[config.mk]
export PLATFORM = sky130hd
export DESIGN_NAME = rtcal_top
export DESIGN_NICKNAME = d
export VERILOG_FILES = /design/src/logic/rtcal_pkg.sv /design/src/logic/rtcal_top.sv
export SDC_FILE = /design/constraint.sdc
export NUM_CORES = 1
export LEC_CHECK = 0
export BUFFER_PORTS_ARGS = -buffer_cell sky130_fd_sc_hd__buf_2
export CORE_UTILIZATION = 55
export DETAILED_ROUTE_END_ITERATION = 6
export GPL_TIMING_DRIVEN = 0
export PLACE_DENSITY = 0.75
export SLEW_MARGIN = 20
export SYNTH_ARGS = -nofsm -noshare
export SYNTH_HDL_FRONTEND = slang
export SYNTH_SLANG_ARGS = --single-unit
[constraint.sdc]
create_clock -name clk -period 2.9 [get_ports clk]
set_clock_uncertainty 0.1 [all_clocks]
set_input_delay 0.29 -clock clk [delete_from_list [all_inputs] [get_ports clk]]
set_output_delay 0.29 -clock clk [all_outputs]
set_load 0.005 [all_outputs]
[src/logic/rtcal_pkg.sv]
// Package of constants, types and helpers for the calendar clock register block
//
// What this block does
// - Control word: run request bit 0, running bit 1, self-clearing load bit 4.
// - Control bit 8 forces a non-leap year, giving February 28 days.
// - Alarm date word holds year 23:12, month 11:8, day 4:0, reset zero.
// - Alarm time word holds weekday 26:24, hour 20:16, minute 13:8, second 5:0.
// - Each alarm field has its own compare enable; only enabled fields are compared.
// - Alarm date bit 28 arms all matching; bit 29 reports matching active.
// - Date word shows running year, month one to twelve, day one to thirty-one.
// - Masked status equals raw AND enable, OR force; enable and force reset zero.
// - Second tick divides the clock by sixteen-bit value plus one.
// - Weekday counts zero for Sunday, one for Monday, modulo seven.
// - Fewer enabled fields give a recurring alarm, e.g. once per minute.
package rtcal_pkg;

    // ------------------------------------------------------------------
    // Register offsets (byte addresses)
    // ------------------------------------------------------------------
    localparam logic [5:0] OFF_DIVIDER    = 6'h00;
    localparam logic [5:0] OFF_SETUP_DATE = 6'h04;
    localparam logic [5:0] OFF_SETUP_TIME = 6'h08;
    localparam logic [5:0] OFF_CTRL       = 6'h0c;
    localparam logic [5:0] OFF_ALARM_DATE = 6'h10;
    localparam logic [5:0] OFF_ALARM_TIME = 6'h14;
    localparam logic [5:0] OFF_CUR_DATE   = 6'h18;
    localparam logic [5:0] OFF_CUR_TIME   = 6'h1c;
    localparam logic [5:0] OFF_RAW_IRQ    = 6'h20;
    localparam logic [5:0] OFF_IRQ_MASK   = 6'h24;
    localparam logic [5:0] OFF_IRQ_FORCE  = 6'h28;
    localparam logic [5:0] OFF_IRQ_STATUS = 6'h2c;

    // ------------------------------------------------------------------
    // Field positions
    // ------------------------------------------------------------------
    localparam int CTRL_RUN_BIT    = 0;
    localparam int CTRL_ACTIVE_BIT = 1;
    localparam int CTRL_LOAD_BIT   = 4;
    localparam int CTRL_NOLEAP_BIT = 8;
    localparam int YEAR_LSB        = 12;
    localparam int MONTH_LSB       = 8;
    localparam int DAY_LSB         = 0;
    localparam int DOTW_LSB        = 24;
    localparam int HOUR_LSB        = 16;
    localparam int MIN_LSB         = 8;
    localparam int SEC_LSB         = 0;
    localparam int MDAY_ON_BIT     = 24;
    localparam int MONTH_ON_BIT    = 25;
    localparam int YEAR_ON_BIT     = 26;
    localparam int ARM_BIT         = 28;
    localparam int ARM_ACTIVE_BIT  = 29;
    localparam int SECOND_ON_BIT   = 28;
    localparam int MINUTE_ON_BIT   = 29;
    localparam int HOUR_ON_BIT     = 30;
    localparam int WEEKDAY_ON_BIT  = 31;

    // ------------------------------------------------------------------
    // Writable-bit masks, reset values and calendar limits
    // ------------------------------------------------------------------
    localparam logic [31:0] CTRL_RW_MASK       = 32'h0000_0101;
    localparam logic [31:0] DATE_RW_MASK       = 32'h00ff_ff1f;
    localparam logic [31:0] TIME_RW_MASK       = 32'h071f_3f3f;
    localparam logic [31:0] ALARM_DATE_RW_MASK = 32'h17ff_ff1f;
    localparam logic [31:0] ALARM_TIME_RW_MASK = 32'hf71f_3f3f;
    localparam logic [31:0] WORD_RESET         = 32'h0000_0000;
    localparam logic [15:0] DIVIDER_RESET      = 16'h0000;
    localparam logic [5:0]  LAST_SEC_MIN       = 6'h3b;
    localparam logic [4:0]  LAST_HOUR          = 5'h17;
    localparam logic [2:0]  LAST_WEEKDAY       = 3'h6;
    localparam logic [3:0]  LAST_MONTH         = 4'hc;
    localparam logic [3:0]  FEBRUARY           = 4'h2;

    // ------------------------------------------------------------------
    // Types
    // ------------------------------------------------------------------
    typedef struct packed {
        logic [11:0] year;
        logic [3:0]  month;
        logic [4:0]  day;
        logic [2:0]  dotw;
        logic [4:0]  hour;
        logic [5:0]  min;
        logic [5:0]  sec;
    } rtcal_cal_t;

    typedef struct packed {
        logic        read;
        logic        write;
        logic [5:0]  address;
        logic [31:0] writedata;
        logic [3:0]  byteenable;
    } rtcal_req_t;

    // ------------------------------------------------------------------
    // Helpers
    // ------------------------------------------------------------------
    function automatic logic [31:0] reg_merge(input logic [31:0] old, input logic [31:0] wd,
                                              input logic [3:0] be, input logic [31:0] rw);
        logic [31:0] m;
        m = {{8{be[3]}}, {8{be[2]}}, {8{be[1]}}, {8{be[0]}}} & rw;
        return (old & ~m) | (wd & m);
    endfunction : reg_merge

    function automatic logic [31:0] pack_date(input rtcal_cal_t c);
        return (32'(c.year) << YEAR_LSB) | (32'(c.month) << MONTH_LSB) | (32'(c.day) << DAY_LSB);
    endfunction : pack_date

    function automatic logic [31:0] pack_time(input rtcal_cal_t c);
        return (32'(c.dotw) << DOTW_LSB) | (32'(c.hour) << HOUR_LSB)
             | (32'(c.min) << MIN_LSB) | (32'(c.sec) << SEC_LSB);
    endfunction : pack_time

    function automatic rtcal_cal_t unpack_cal(input logic [31:0] d, input logic [31:0] t);
        rtcal_cal_t c;
        c.year  = d[YEAR_LSB +: 12];
        c.month = d[MONTH_LSB +: 4];
        c.day   = d[DAY_LSB +: 5];
        c.dotw  = t[DOTW_LSB +: 3];
        c.hour  = t[HOUR_LSB +: 5];
        c.min   = t[MIN_LSB +: 6];
        c.sec   = t[SEC_LSB +: 6];
        return c;
    endfunction : unpack_cal

    function automatic logic [4:0] days_in_month(input logic [3:0] month, input logic leap);
        case (month)
            4'h4, 4'h6, 4'h9, 4'hb: return 5'h1e;
            4'h2:                   return leap ? 5'h1d : 5'h1c;
            default:                return 5'h1f;
        endcase
    endfunction : days_in_month

endpackage : rtcal_pkg

[src/logic/rtcal_top.sv]
// Calendar clock with alarm match, coherent time readout and interrupt registers
`timescale 1ns/1ps
`default_nettype none

module rtcal_top #(
    parameter int DIV_W = 16
) (
    input  wire logic        clk,
    input  wire logic        rst_n,
    input  wire logic [5:0]  avs_address,
    input  wire logic        avs_read,
    input  wire logic        avs_write,
    input  wire logic [31:0] avs_writedata,
    input  wire logic [3:0]  avs_byteenable,
    output var  logic [31:0] avs_readdata,
    output var  logic        avs_waitrequest,
    output var  logic        alarm_irq
);

    // ------------------------------------------------------------------
    // State
    // ------------------------------------------------------------------
    rtcal_pkg::rtcal_cal_t cal_r;
    rtcal_pkg::rtcal_cal_t cal_nxt;
    logic [DIV_W-1:0]      div_r;
    logic [DIV_W-1:0]      div_cnt_r;
    logic [31:0]           setup_date_r;
    logic [31:0]           setup_time_r;
    logic [31:0]           alarm_date_r;
    logic [31:0]           alarm_time_r;
    logic [31:0]           shadow_date_r;
    logic [31:0]           rdata_nxt;
    logic                  held_r;
    logic                  run_r;
    logic                  active_r;
    logic                  noleap_r;
    logic                  match_active_r;
    logic                  raw_irq_r;
    logic                  irq_mask_r;
    logic                  irq_force_r;
    logic                  wait_r;
    logic [31:0]           rdata_r;
    logic                  irq_r;
    rtcal_pkg::rtcal_req_t req;

    // ------------------------------------------------------------------
    // Bus decode
    // ------------------------------------------------------------------
    // Launch: first cycle of a request; accept: the edge where waitrequest is low
    assign req       = '{avs_read, avs_write, avs_address, avs_writedata, avs_byteenable};
    wire   launch    = (req.read | req.write) & wait_r;
    wire   wr_acc    = req.write & ~wait_r;
    wire   wr_div    = wr_acc & (req.address == rtcal_pkg::OFF_DIVIDER);
    wire   wr_sdate  = wr_acc & (req.address == rtcal_pkg::OFF_SETUP_DATE);
    wire   wr_stime  = wr_acc & (req.address == rtcal_pkg::OFF_SETUP_TIME);
    wire   wr_ctrl   = wr_acc & (req.address == rtcal_pkg::OFF_CTRL);
    wire   wr_adate  = wr_acc & (req.address == rtcal_pkg::OFF_ALARM_DATE);
    wire   wr_atime  = wr_acc & (req.address == rtcal_pkg::OFF_ALARM_TIME);
    wire   wr_mask   = wr_acc & (req.address == rtcal_pkg::OFF_IRQ_MASK);
    wire   wr_force  = wr_acc & (req.address == rtcal_pkg::OFF_IRQ_FORCE);
    wire   rd_time   = launch & req.read & (req.address == rtcal_pkg::OFF_CUR_TIME);
    wire   rd_date   = launch & req.read & (req.address == rtcal_pkg::OFF_CUR_DATE);

    // Merged control word and one-shot load request
    wire [31:0] ctrl_new = rtcal_pkg::reg_merge({23'h0, noleap_r, 7'h0, run_r}, req.writedata,
                                                req.byteenable, rtcal_pkg::CTRL_RW_MASK);
    wire load_req = wr_ctrl & req.byteenable[0]
                  & req.writedata[rtcal_pkg::CTRL_LOAD_BIT];

    // ------------------------------------------------------------------
    // Second tick and calendar arithmetic
    // ------------------------------------------------------------------
    // Tick once every divider+1 cycles while running
    wire tick = active_r & (div_cnt_r >= div_r);
    wire leap = (cal_r.year[1:0] == 2'b00) & ~noleap_r;
    wire [4:0] dim = rtcal_pkg::days_in_month(cal_r.month, leap);

    // Carry seconds through to years; a load overrides the tick
    always_comb begin
        cal_nxt = cal_r;
        if (load_req) begin
            cal_nxt = rtcal_pkg::unpack_cal(setup_date_r, setup_time_r);
        end else if (tick) begin
            cal_nxt.sec = cal_r.sec + 6'h01;
            if (cal_r.sec >= rtcal_pkg::LAST_SEC_MIN) begin
                cal_nxt.sec = 6'h00;
                cal_nxt.min = cal_r.min + 6'h01;
                if (cal_r.min >= rtcal_pkg::LAST_SEC_MIN) begin
                    cal_nxt.min  = 6'h00;
                    cal_nxt.hour = cal_r.hour + 5'h01;
                    if (cal_r.hour >= rtcal_pkg::LAST_HOUR) begin
                        cal_nxt.hour = 5'h00;
                        // Sunday is zero, Saturday six
                        cal_nxt.dotw = (cal_r.dotw >= rtcal_pkg::LAST_WEEKDAY) ? 3'h0
                                     : cal_r.dotw + 3'h1;
                        cal_nxt.day  = cal_r.day + 5'h01;
                        if (cal_r.day >= dim) begin
                            cal_nxt.day   = 5'h01;
                            cal_nxt.month = cal_r.month + 4'h1;
                            if (cal_r.month >= rtcal_pkg::LAST_MONTH) begin
                                cal_nxt.month = 4'h1;
                                cal_nxt.year  = cal_r.year + 12'h001;
                            end
                        end
                    end
                end
            end
        end
    end

    // ------------------------------------------------------------------
    // Alarm compare
    // ------------------------------------------------------------------
    // A disabled field always agrees, so fewer enables make a recurring alarm
    wire arm = alarm_date_r[rtcal_pkg::ARM_BIT];
    wire [6:0] field_ok = {
        ~alarm_date_r[rtcal_pkg::YEAR_ON_BIT]
            | (alarm_date_r[rtcal_pkg::YEAR_LSB +: 12] == cal_r.year),
        ~alarm_date_r[rtcal_pkg::MONTH_ON_BIT]
            | (alarm_date_r[rtcal_pkg::MONTH_LSB +: 4] == cal_r.month),
        ~alarm_date_r[rtcal_pkg::MDAY_ON_BIT]
            | (alarm_date_r[rtcal_pkg::DAY_LSB +: 5] == cal_r.day),
        ~alarm_time_r[rtcal_pkg::WEEKDAY_ON_BIT]
            | (alarm_time_r[rtcal_pkg::DOTW_LSB +: 3] == cal_r.dotw),
        ~alarm_time_r[rtcal_pkg::HOUR_ON_BIT]
            | (alarm_time_r[rtcal_pkg::HOUR_LSB +: 5] == cal_r.hour),
        ~alarm_time_r[rtcal_pkg::MINUTE_ON_BIT]
            | (alarm_time_r[rtcal_pkg::MIN_LSB +: 6] == cal_r.min),
        ~alarm_time_r[rtcal_pkg::SECOND_ON_BIT]
            | (alarm_time_r[rtcal_pkg::SEC_LSB +: 6] == cal_r.sec)};
    wire match_now = arm & (&field_ok);
    wire irq_nxt   = (raw_irq_r & irq_mask_r) | irq_force_r;

    // ------------------------------------------------------------------
    // Read multiplexer
    // ------------------------------------------------------------------
    always_comb begin
        case (req.address)
            rtcal_pkg::OFF_DIVIDER:    rdata_nxt = 32'(div_r);
            rtcal_pkg::OFF_SETUP_DATE: rdata_nxt = setup_date_r;
            rtcal_pkg::OFF_SETUP_TIME: rdata_nxt = setup_time_r;
            rtcal_pkg::OFF_CTRL:       rdata_nxt = (32'(noleap_r) << rtcal_pkg::CTRL_NOLEAP_BIT)
                                                 | (32'(active_r) << rtcal_pkg::CTRL_ACTIVE_BIT)
                                                 | (32'(run_r) << rtcal_pkg::CTRL_RUN_BIT);
            rtcal_pkg::OFF_ALARM_DATE: rdata_nxt = alarm_date_r
                                                 | (32'(match_active_r)
                                                    << rtcal_pkg::ARM_ACTIVE_BIT);
            rtcal_pkg::OFF_ALARM_TIME: rdata_nxt = alarm_time_r;
            rtcal_pkg::OFF_CUR_DATE:   rdata_nxt = shadow_date_r;
            rtcal_pkg::OFF_CUR_TIME:   rdata_nxt = rtcal_pkg::pack_time(cal_r);
            rtcal_pkg::OFF_RAW_IRQ:    rdata_nxt = 32'(raw_irq_r);
            rtcal_pkg::OFF_IRQ_MASK:   rdata_nxt = 32'(irq_mask_r);
            rtcal_pkg::OFF_IRQ_FORCE:  rdata_nxt = 32'(irq_force_r);
            rtcal_pkg::OFF_IRQ_STATUS: rdata_nxt = 32'(irq_r);
            default:                   rdata_nxt = rtcal_pkg::WORD_RESET;
        endcase
    end

    // ------------------------------------------------------------------
    // Bus handshake: one wait cycle, then one cycle with waitrequest low
    // ------------------------------------------------------------------
    always_ff @(posedge clk) begin
        if (!rst_n) begin
            wait_r  <= 1'b1;
            rdata_r <= rtcal_pkg::WORD_RESET;
        end else begin
            wait_r  <= ~launch;
            rdata_r <= launch ? rdata_nxt : rdata_r;
        end
    end

    // ------------------------------------------------------------------
    // Software-written registers
    // ------------------------------------------------------------------
    always_ff @(posedge clk) begin
        if (!rst_n) begin
            div_r        <= DIV_W'(rtcal_pkg::DIVIDER_RESET);
            setup_date_r <= rtcal_pkg::WORD_RESET;
            setup_time_r <= rtcal_pkg::WORD_RESET;
            run_r        <= 1'b0;
            noleap_r     <= 1'b0;
            alarm_date_r <= rtcal_pkg::WORD_RESET;
            alarm_time_r <= rtcal_pkg::WORD_RESET;
            irq_mask_r   <= 1'b0;
            irq_force_r  <= 1'b0;
        end else begin
            if (wr_div)
                div_r <= DIV_W'(rtcal_pkg::reg_merge(32'(div_r), req.writedata,
                                                     req.byteenable, 32'(DIV_W'('1))));
            if (wr_sdate)
                setup_date_r <= rtcal_pkg::reg_merge(setup_date_r, req.writedata,
                                                     req.byteenable, rtcal_pkg::DATE_RW_MASK);
            if (wr_stime)
                setup_time_r <= rtcal_pkg::reg_merge(setup_time_r, req.writedata,
                                                     req.byteenable, rtcal_pkg::TIME_RW_MASK);
            if (wr_ctrl) begin
                run_r    <= ctrl_new[rtcal_pkg::CTRL_RUN_BIT];
                noleap_r <= ctrl_new[rtcal_pkg::CTRL_NOLEAP_BIT];
            end
            if (wr_adate)
                alarm_date_r <= rtcal_pkg::reg_merge(alarm_date_r, req.writedata, req.byteenable,
                                                     rtcal_pkg::ALARM_DATE_RW_MASK);
            if (wr_atime)
                alarm_time_r <= rtcal_pkg::reg_merge(alarm_time_r, req.writedata, req.byteenable,
                                                     rtcal_pkg::ALARM_TIME_RW_MASK);
            if (wr_mask & req.byteenable[0])
                irq_mask_r <= req.writedata[0];
            if (wr_force & req.byteenable[0])
                irq_force_r <= req.writedata[0];
        end
    end

    // ------------------------------------------------------------------
    // Running state, calendar, alarm and snapshot
    // ------------------------------------------------------------------
    always_ff @(posedge clk) begin
        if (!rst_n) begin
            active_r       <= 1'b0;
            div_cnt_r      <= '0;
            cal_r          <= '0;
            match_active_r <= 1'b0;
            raw_irq_r      <= 1'b0;
            irq_r          <= 1'b0;
            held_r         <= 1'b0;
            shadow_date_r  <= rtcal_pkg::WORD_RESET;
        end else begin
            active_r       <= run_r;
            div_cnt_r      <= (tick | ~active_r) ? '0 : div_cnt_r + 1'b1;
            cal_r          <= cal_nxt;
            match_active_r <= arm;
            raw_irq_r      <= match_now;
            irq_r          <= irq_nxt;
            // Time read freezes the date copy until the date is read
            held_r         <= rd_time | (held_r & ~rd_date);
            if (rd_time | (~held_r & ~rd_date))
                shadow_date_r <= rtcal_pkg::pack_date(cal_r);
        end
    end

    assign avs_waitrequest = wait_r;
    assign avs_readdata    = rdata_r;
    assign alarm_irq       = irq_r;
endmodule : rtcal_top

`default_nettype wire

==> flow_metrics.py <==
metrics = {
    "yosys": {
        "syn_area_um2": 11400,
        "synth_edf_count": 0,
        "yosysSeqAreaShare": 0.395,
        "synth-main-ff-cell": "dfxtp_1",
        "yosys_warnings": 0,
        "syn_inst": 1374,
        "ys_seq_elements": 225,
        "synth_cell_types": 74,
        "avgSynthCellArea_um2": 8.30,
        "synthArstFlopShare": 0,
        "synthesis.nets": 1451,
    },
    "sta": {
        "hold_viol_final": 0,
        "finalSetupViolCount": 0,
        "max_slew_margin": 0.238,
        "rsz0062_at_grt": "true",
        "fin_crit_ns": 2.86,
        "fmax_mhz": 350,
        "hold_ws_ns": 0.0204,
        "finalCritPeriodShare": 0.986,
        "setup_tns_ns": 0,
        "worstMarginPinSlew_ns": 1.13,
        "slew_viol_final": 0,
    },
    "layout": {
        "area_growth_pct": 17.8,
        "drive_above_1_share": 0.127,
        "nets": 1587,
        "finalInstanceArea_um2": 13400,
        "fill_cells": 1754,
        "antenna_cells": 0,
        "multi_input_area_um2": 6570,
        "regArea_um2": 4510,
    },
    "critical_path": {
        "cp_max_fo": 6,
        "cp_cell_sequence": "ha_1, o2111ai_2, nor4b_4, buf_4, and4_4, o311ai_2, o31ai_1, a21oi_1",
        "worstReg2RegStart": "cal_r[6]",
        "r2r_cells": 8,
        "worstSetupStartpointType": "flop",
        "critPathArrivalTime_ns": 3.14,
        "cp_top_family": "compound AO/OA/AOI/OAI gates",
        "cp-end-kind": "flop",
        "critical-path-slowest-cell": "dfxtp_1",
        "r2r_slack_ns": 0.04,
        "crit_type": "reg -> reg",
        "slowest_delay_ns": 0.50,
        "path_buf_inv": 1,
        "cp_data_required_time_ns": 3.18,
        "timing.rr.end": "cal_r[40]",
    },
    "clocking": {
        "cts_max_level": 1,
        "clkLatencyLatePin_ns": 0.53,
        "cts_sinks": 225,
        "clkTransAtPathRegs_ns": 0.07,
        "cts_buffers": 24,
        "cts_tree": "done",
        "root_buffer": "clkbuf_16",
        "clockBufferDepth": 3,
    },
    "place": {
        "dp_hpwl_um": 29900,
        "io_buffers": 74,
        "place.gp.congestion": 1.00,
        "dpl_cell_area_um2": 12100,
    },
    "power": {
        "internal_power_uw": 4940,
        "leakage_uw": 0.00497,
        "p_total_uw": 6500,
        "switching_power_uw": 1550,
        "p_clk_frac": 0.473,
        "pwr-share-seq": 0.476,
        "ir_worst_vdd_mv": 0.346,
        "switching_share": 0.239,
        "combPwrFrac": 0.051,
        "powerDensity_nw_per_um2": 484,
    },
    "detailed_routing": {
        "drt-wirelength-per-cell_um": 23.3,
        "dr.pass1.iters": 7,
        "ant_nets": 0,
        "drt_iter0_markers": 1365,
        "wl_met1_um": 16100,
        "vias": 11600,
        "dr.max_layer_used": "met5",
        "drc_errors": 0,
        "routed_wl_um": 41900,
        "dr_wl_met2_um": 17900,
        "dr_wl_met3_um": 5160,
        "vias_per_cell": 6.49,
    },
    "floorplan": {
        "start_util": 0.562,
        "ioPinCount": 80,
        "core_um2": 20300,
        "die_area_um2": 21300,
        "die-width_um": 146,
        "fp.dieH_um": 146,
        "rows": 52,
    },
    "global_routing": {
        "antenna_found_initial": 2,
        "grt_overflow": 0,
        "grt_max_degree": 14,
        "track_usage": 0.382,
        "grt_pass1_wl_um": 62600,
        "grt_pass1_vias": 10800,
    },
    "outcome": {
        "run_status": "finished, final reports clean",
    },
    "hold_path": {
        "hold_depth": 3,
        "min_from": "avs_read",
        "min_path_type": "in -> reg",
        "holdPathEnd": "held_r",
    },
    "job": {
        "cap_violations": 0,
    },
}
## stage by stage
stage	utilization	std cells	worst slack [ns]
floorplan	-	1374	0.228
global placement	0.596	1718	-0.676
detailed placement	0.597	1719	-0.424
CTS	0.656	1791	0.00662
global route	0.661	1795	-0.0148
finish	0.661	1795	0.0411
## power by group through the flow
stage | Clock, µW | Sequential [µW] | Combinational (µW)
detailed placement | 0 | 3160 | 281
floorplan | 0 | 3160 | 121
global route | 3190 | 3090 | 337
finish | 3070 | 3090 | 332
CTS | 3060 | 3090 | 313
global placement | 0 | 3160 | 277
## area by class of cell
type	count	share of cell area
clock buffers	36	0.0556
flip-flops and latches	225	0.336
inverters	30	0.00839
well taps	270	0.0252
repair buffers	111	0.0544
multi-input cells	1024	0.489
clock inverters	5	0.00214
plain buffers	94	0.0288
## tightest hold or removal path: stages
cell and delay [ns]:
buf_2 0.15, a32oi_1 0.11, nor2_1 0.07
## synthesized netlist by cell type (5+ instances only)
| master | count | share of area |
|---|---|---|
| dfxtp_1 | 225 | 0.40 |
| nand2_1 | 194 | 0.064 |
| nor2_1 | 150 | 0.049 |
| a21oi_1 | 127 | 0.056 |
| mux2i_1 | 78 | 0.068 |
| clkbuf_1 | 74 | 0.024 |
| o21ai_0 | 68 | 0.030 |
| nand3_1 | 43 | 0.019 |
| xor2_1 | 32 | 0.025 |
| ha_1 | 31 | 0.034 |
| a22oi_1 | 30 | 0.020 |
| inv_1 | 30 | 0.0099 |
| xnor2_1 | 25 | 0.019 |
| a31oi_1 | 21 | 0.012 |
| nand4_1 | 16 | 0.0088 |
| nor3_1 | 16 | 0.0070 |
| and2_1 | 15 | 0.0082 |
| buf_2 | 14 | 0.0061 |
| a222oi_1 | 13 | 0.011 |
| o211ai_1 | 13 | 0.0086 |
| a22o_1 | 11 | 0.0085 |
| and3_1 | 10 | 0.0055 |
| o31ai_1 | 10 | 0.0066 |
| o41ai_1 | 10 | 0.0077 |
| o2bb2ai_1 | 8 | 0.0061 |
| nor4_1 | 6 | 0.0033 |
| a211oi_1 | 5 | 0.0033 |
| a32oi_1 | 5 | 0.0038 |
| or2_2 | 5 | 0.0027 |
## per-layer routing
layer | vias up | track usage
li1 | 5195 | -
met1 | 5476 | 0.496
met2 | 780 | 0.574
met3 | 193 | 0.0950
met4 | 2 | 0.231
met5 | - | 0
## worst max-delay path by stage
stage | to | slack (ns) | cells past startpoint | startpoint
after floorplan | cal_r[28] | 0.23 | 14 | cal_r[25]
after CTS | cal_r[8] | 0.007 | 8 | flop
after detailed placement | div_cnt_r[9] | -0.42 | 9 | flop
after global routing | cal_r[28] | -0.01 | 14 | cal_r[25]
after global placement | avs_readdata[7] | -0.68 | 5 | avs_waitrequest
final | cal_r[40] | 0.04 | 8 | cal_r[6]
## cells by family (layout without fill, tap and decap cells)
kind of cell,Yosys count,in the layout,share of synthesized area
xor gates and xnor gates,57,57,0.0438
and+or+nand+nor,486,486,0.193
muxes,85,85,0.0784
AOI/OAI and AO/OA,363,364,0.211
DFF,225,225,0.395
adders and majority gates,31,31,0.0340
buffers and inverters,126,276,0.0443
other,1,1,0.000329
## timing repair
action,in CTS,in global routing
endpoints found under the setup margin,55,62
hold endpoints to repair,83,0
cloned,0,1
buffers inserted,3,4
resized for setup,19,21
pin swaps,3,5
hold buffers,29,0
## placed cells by master (no fill, tap or decap), types with 14 or more instances in the layout
cell / n
xnor2_1: 25
nand3_1: 42
mux2i_1: 78
dfxtp_1: 223
ha_1: 31
nor2_1: 147
and2_1: 14
buf_2: 90
clkbuf_1: 74
nand4_1: 16
o21ai_0: 67
a31oi_1: 19
clkbuf_16: 25
dlygate4sd3_1: 29
nand2_1: 193
a22oi_1: 30
xor2_1: 32
inv_1: 30
a21oi_1: 127
Power figures use the tool's default switching activity.
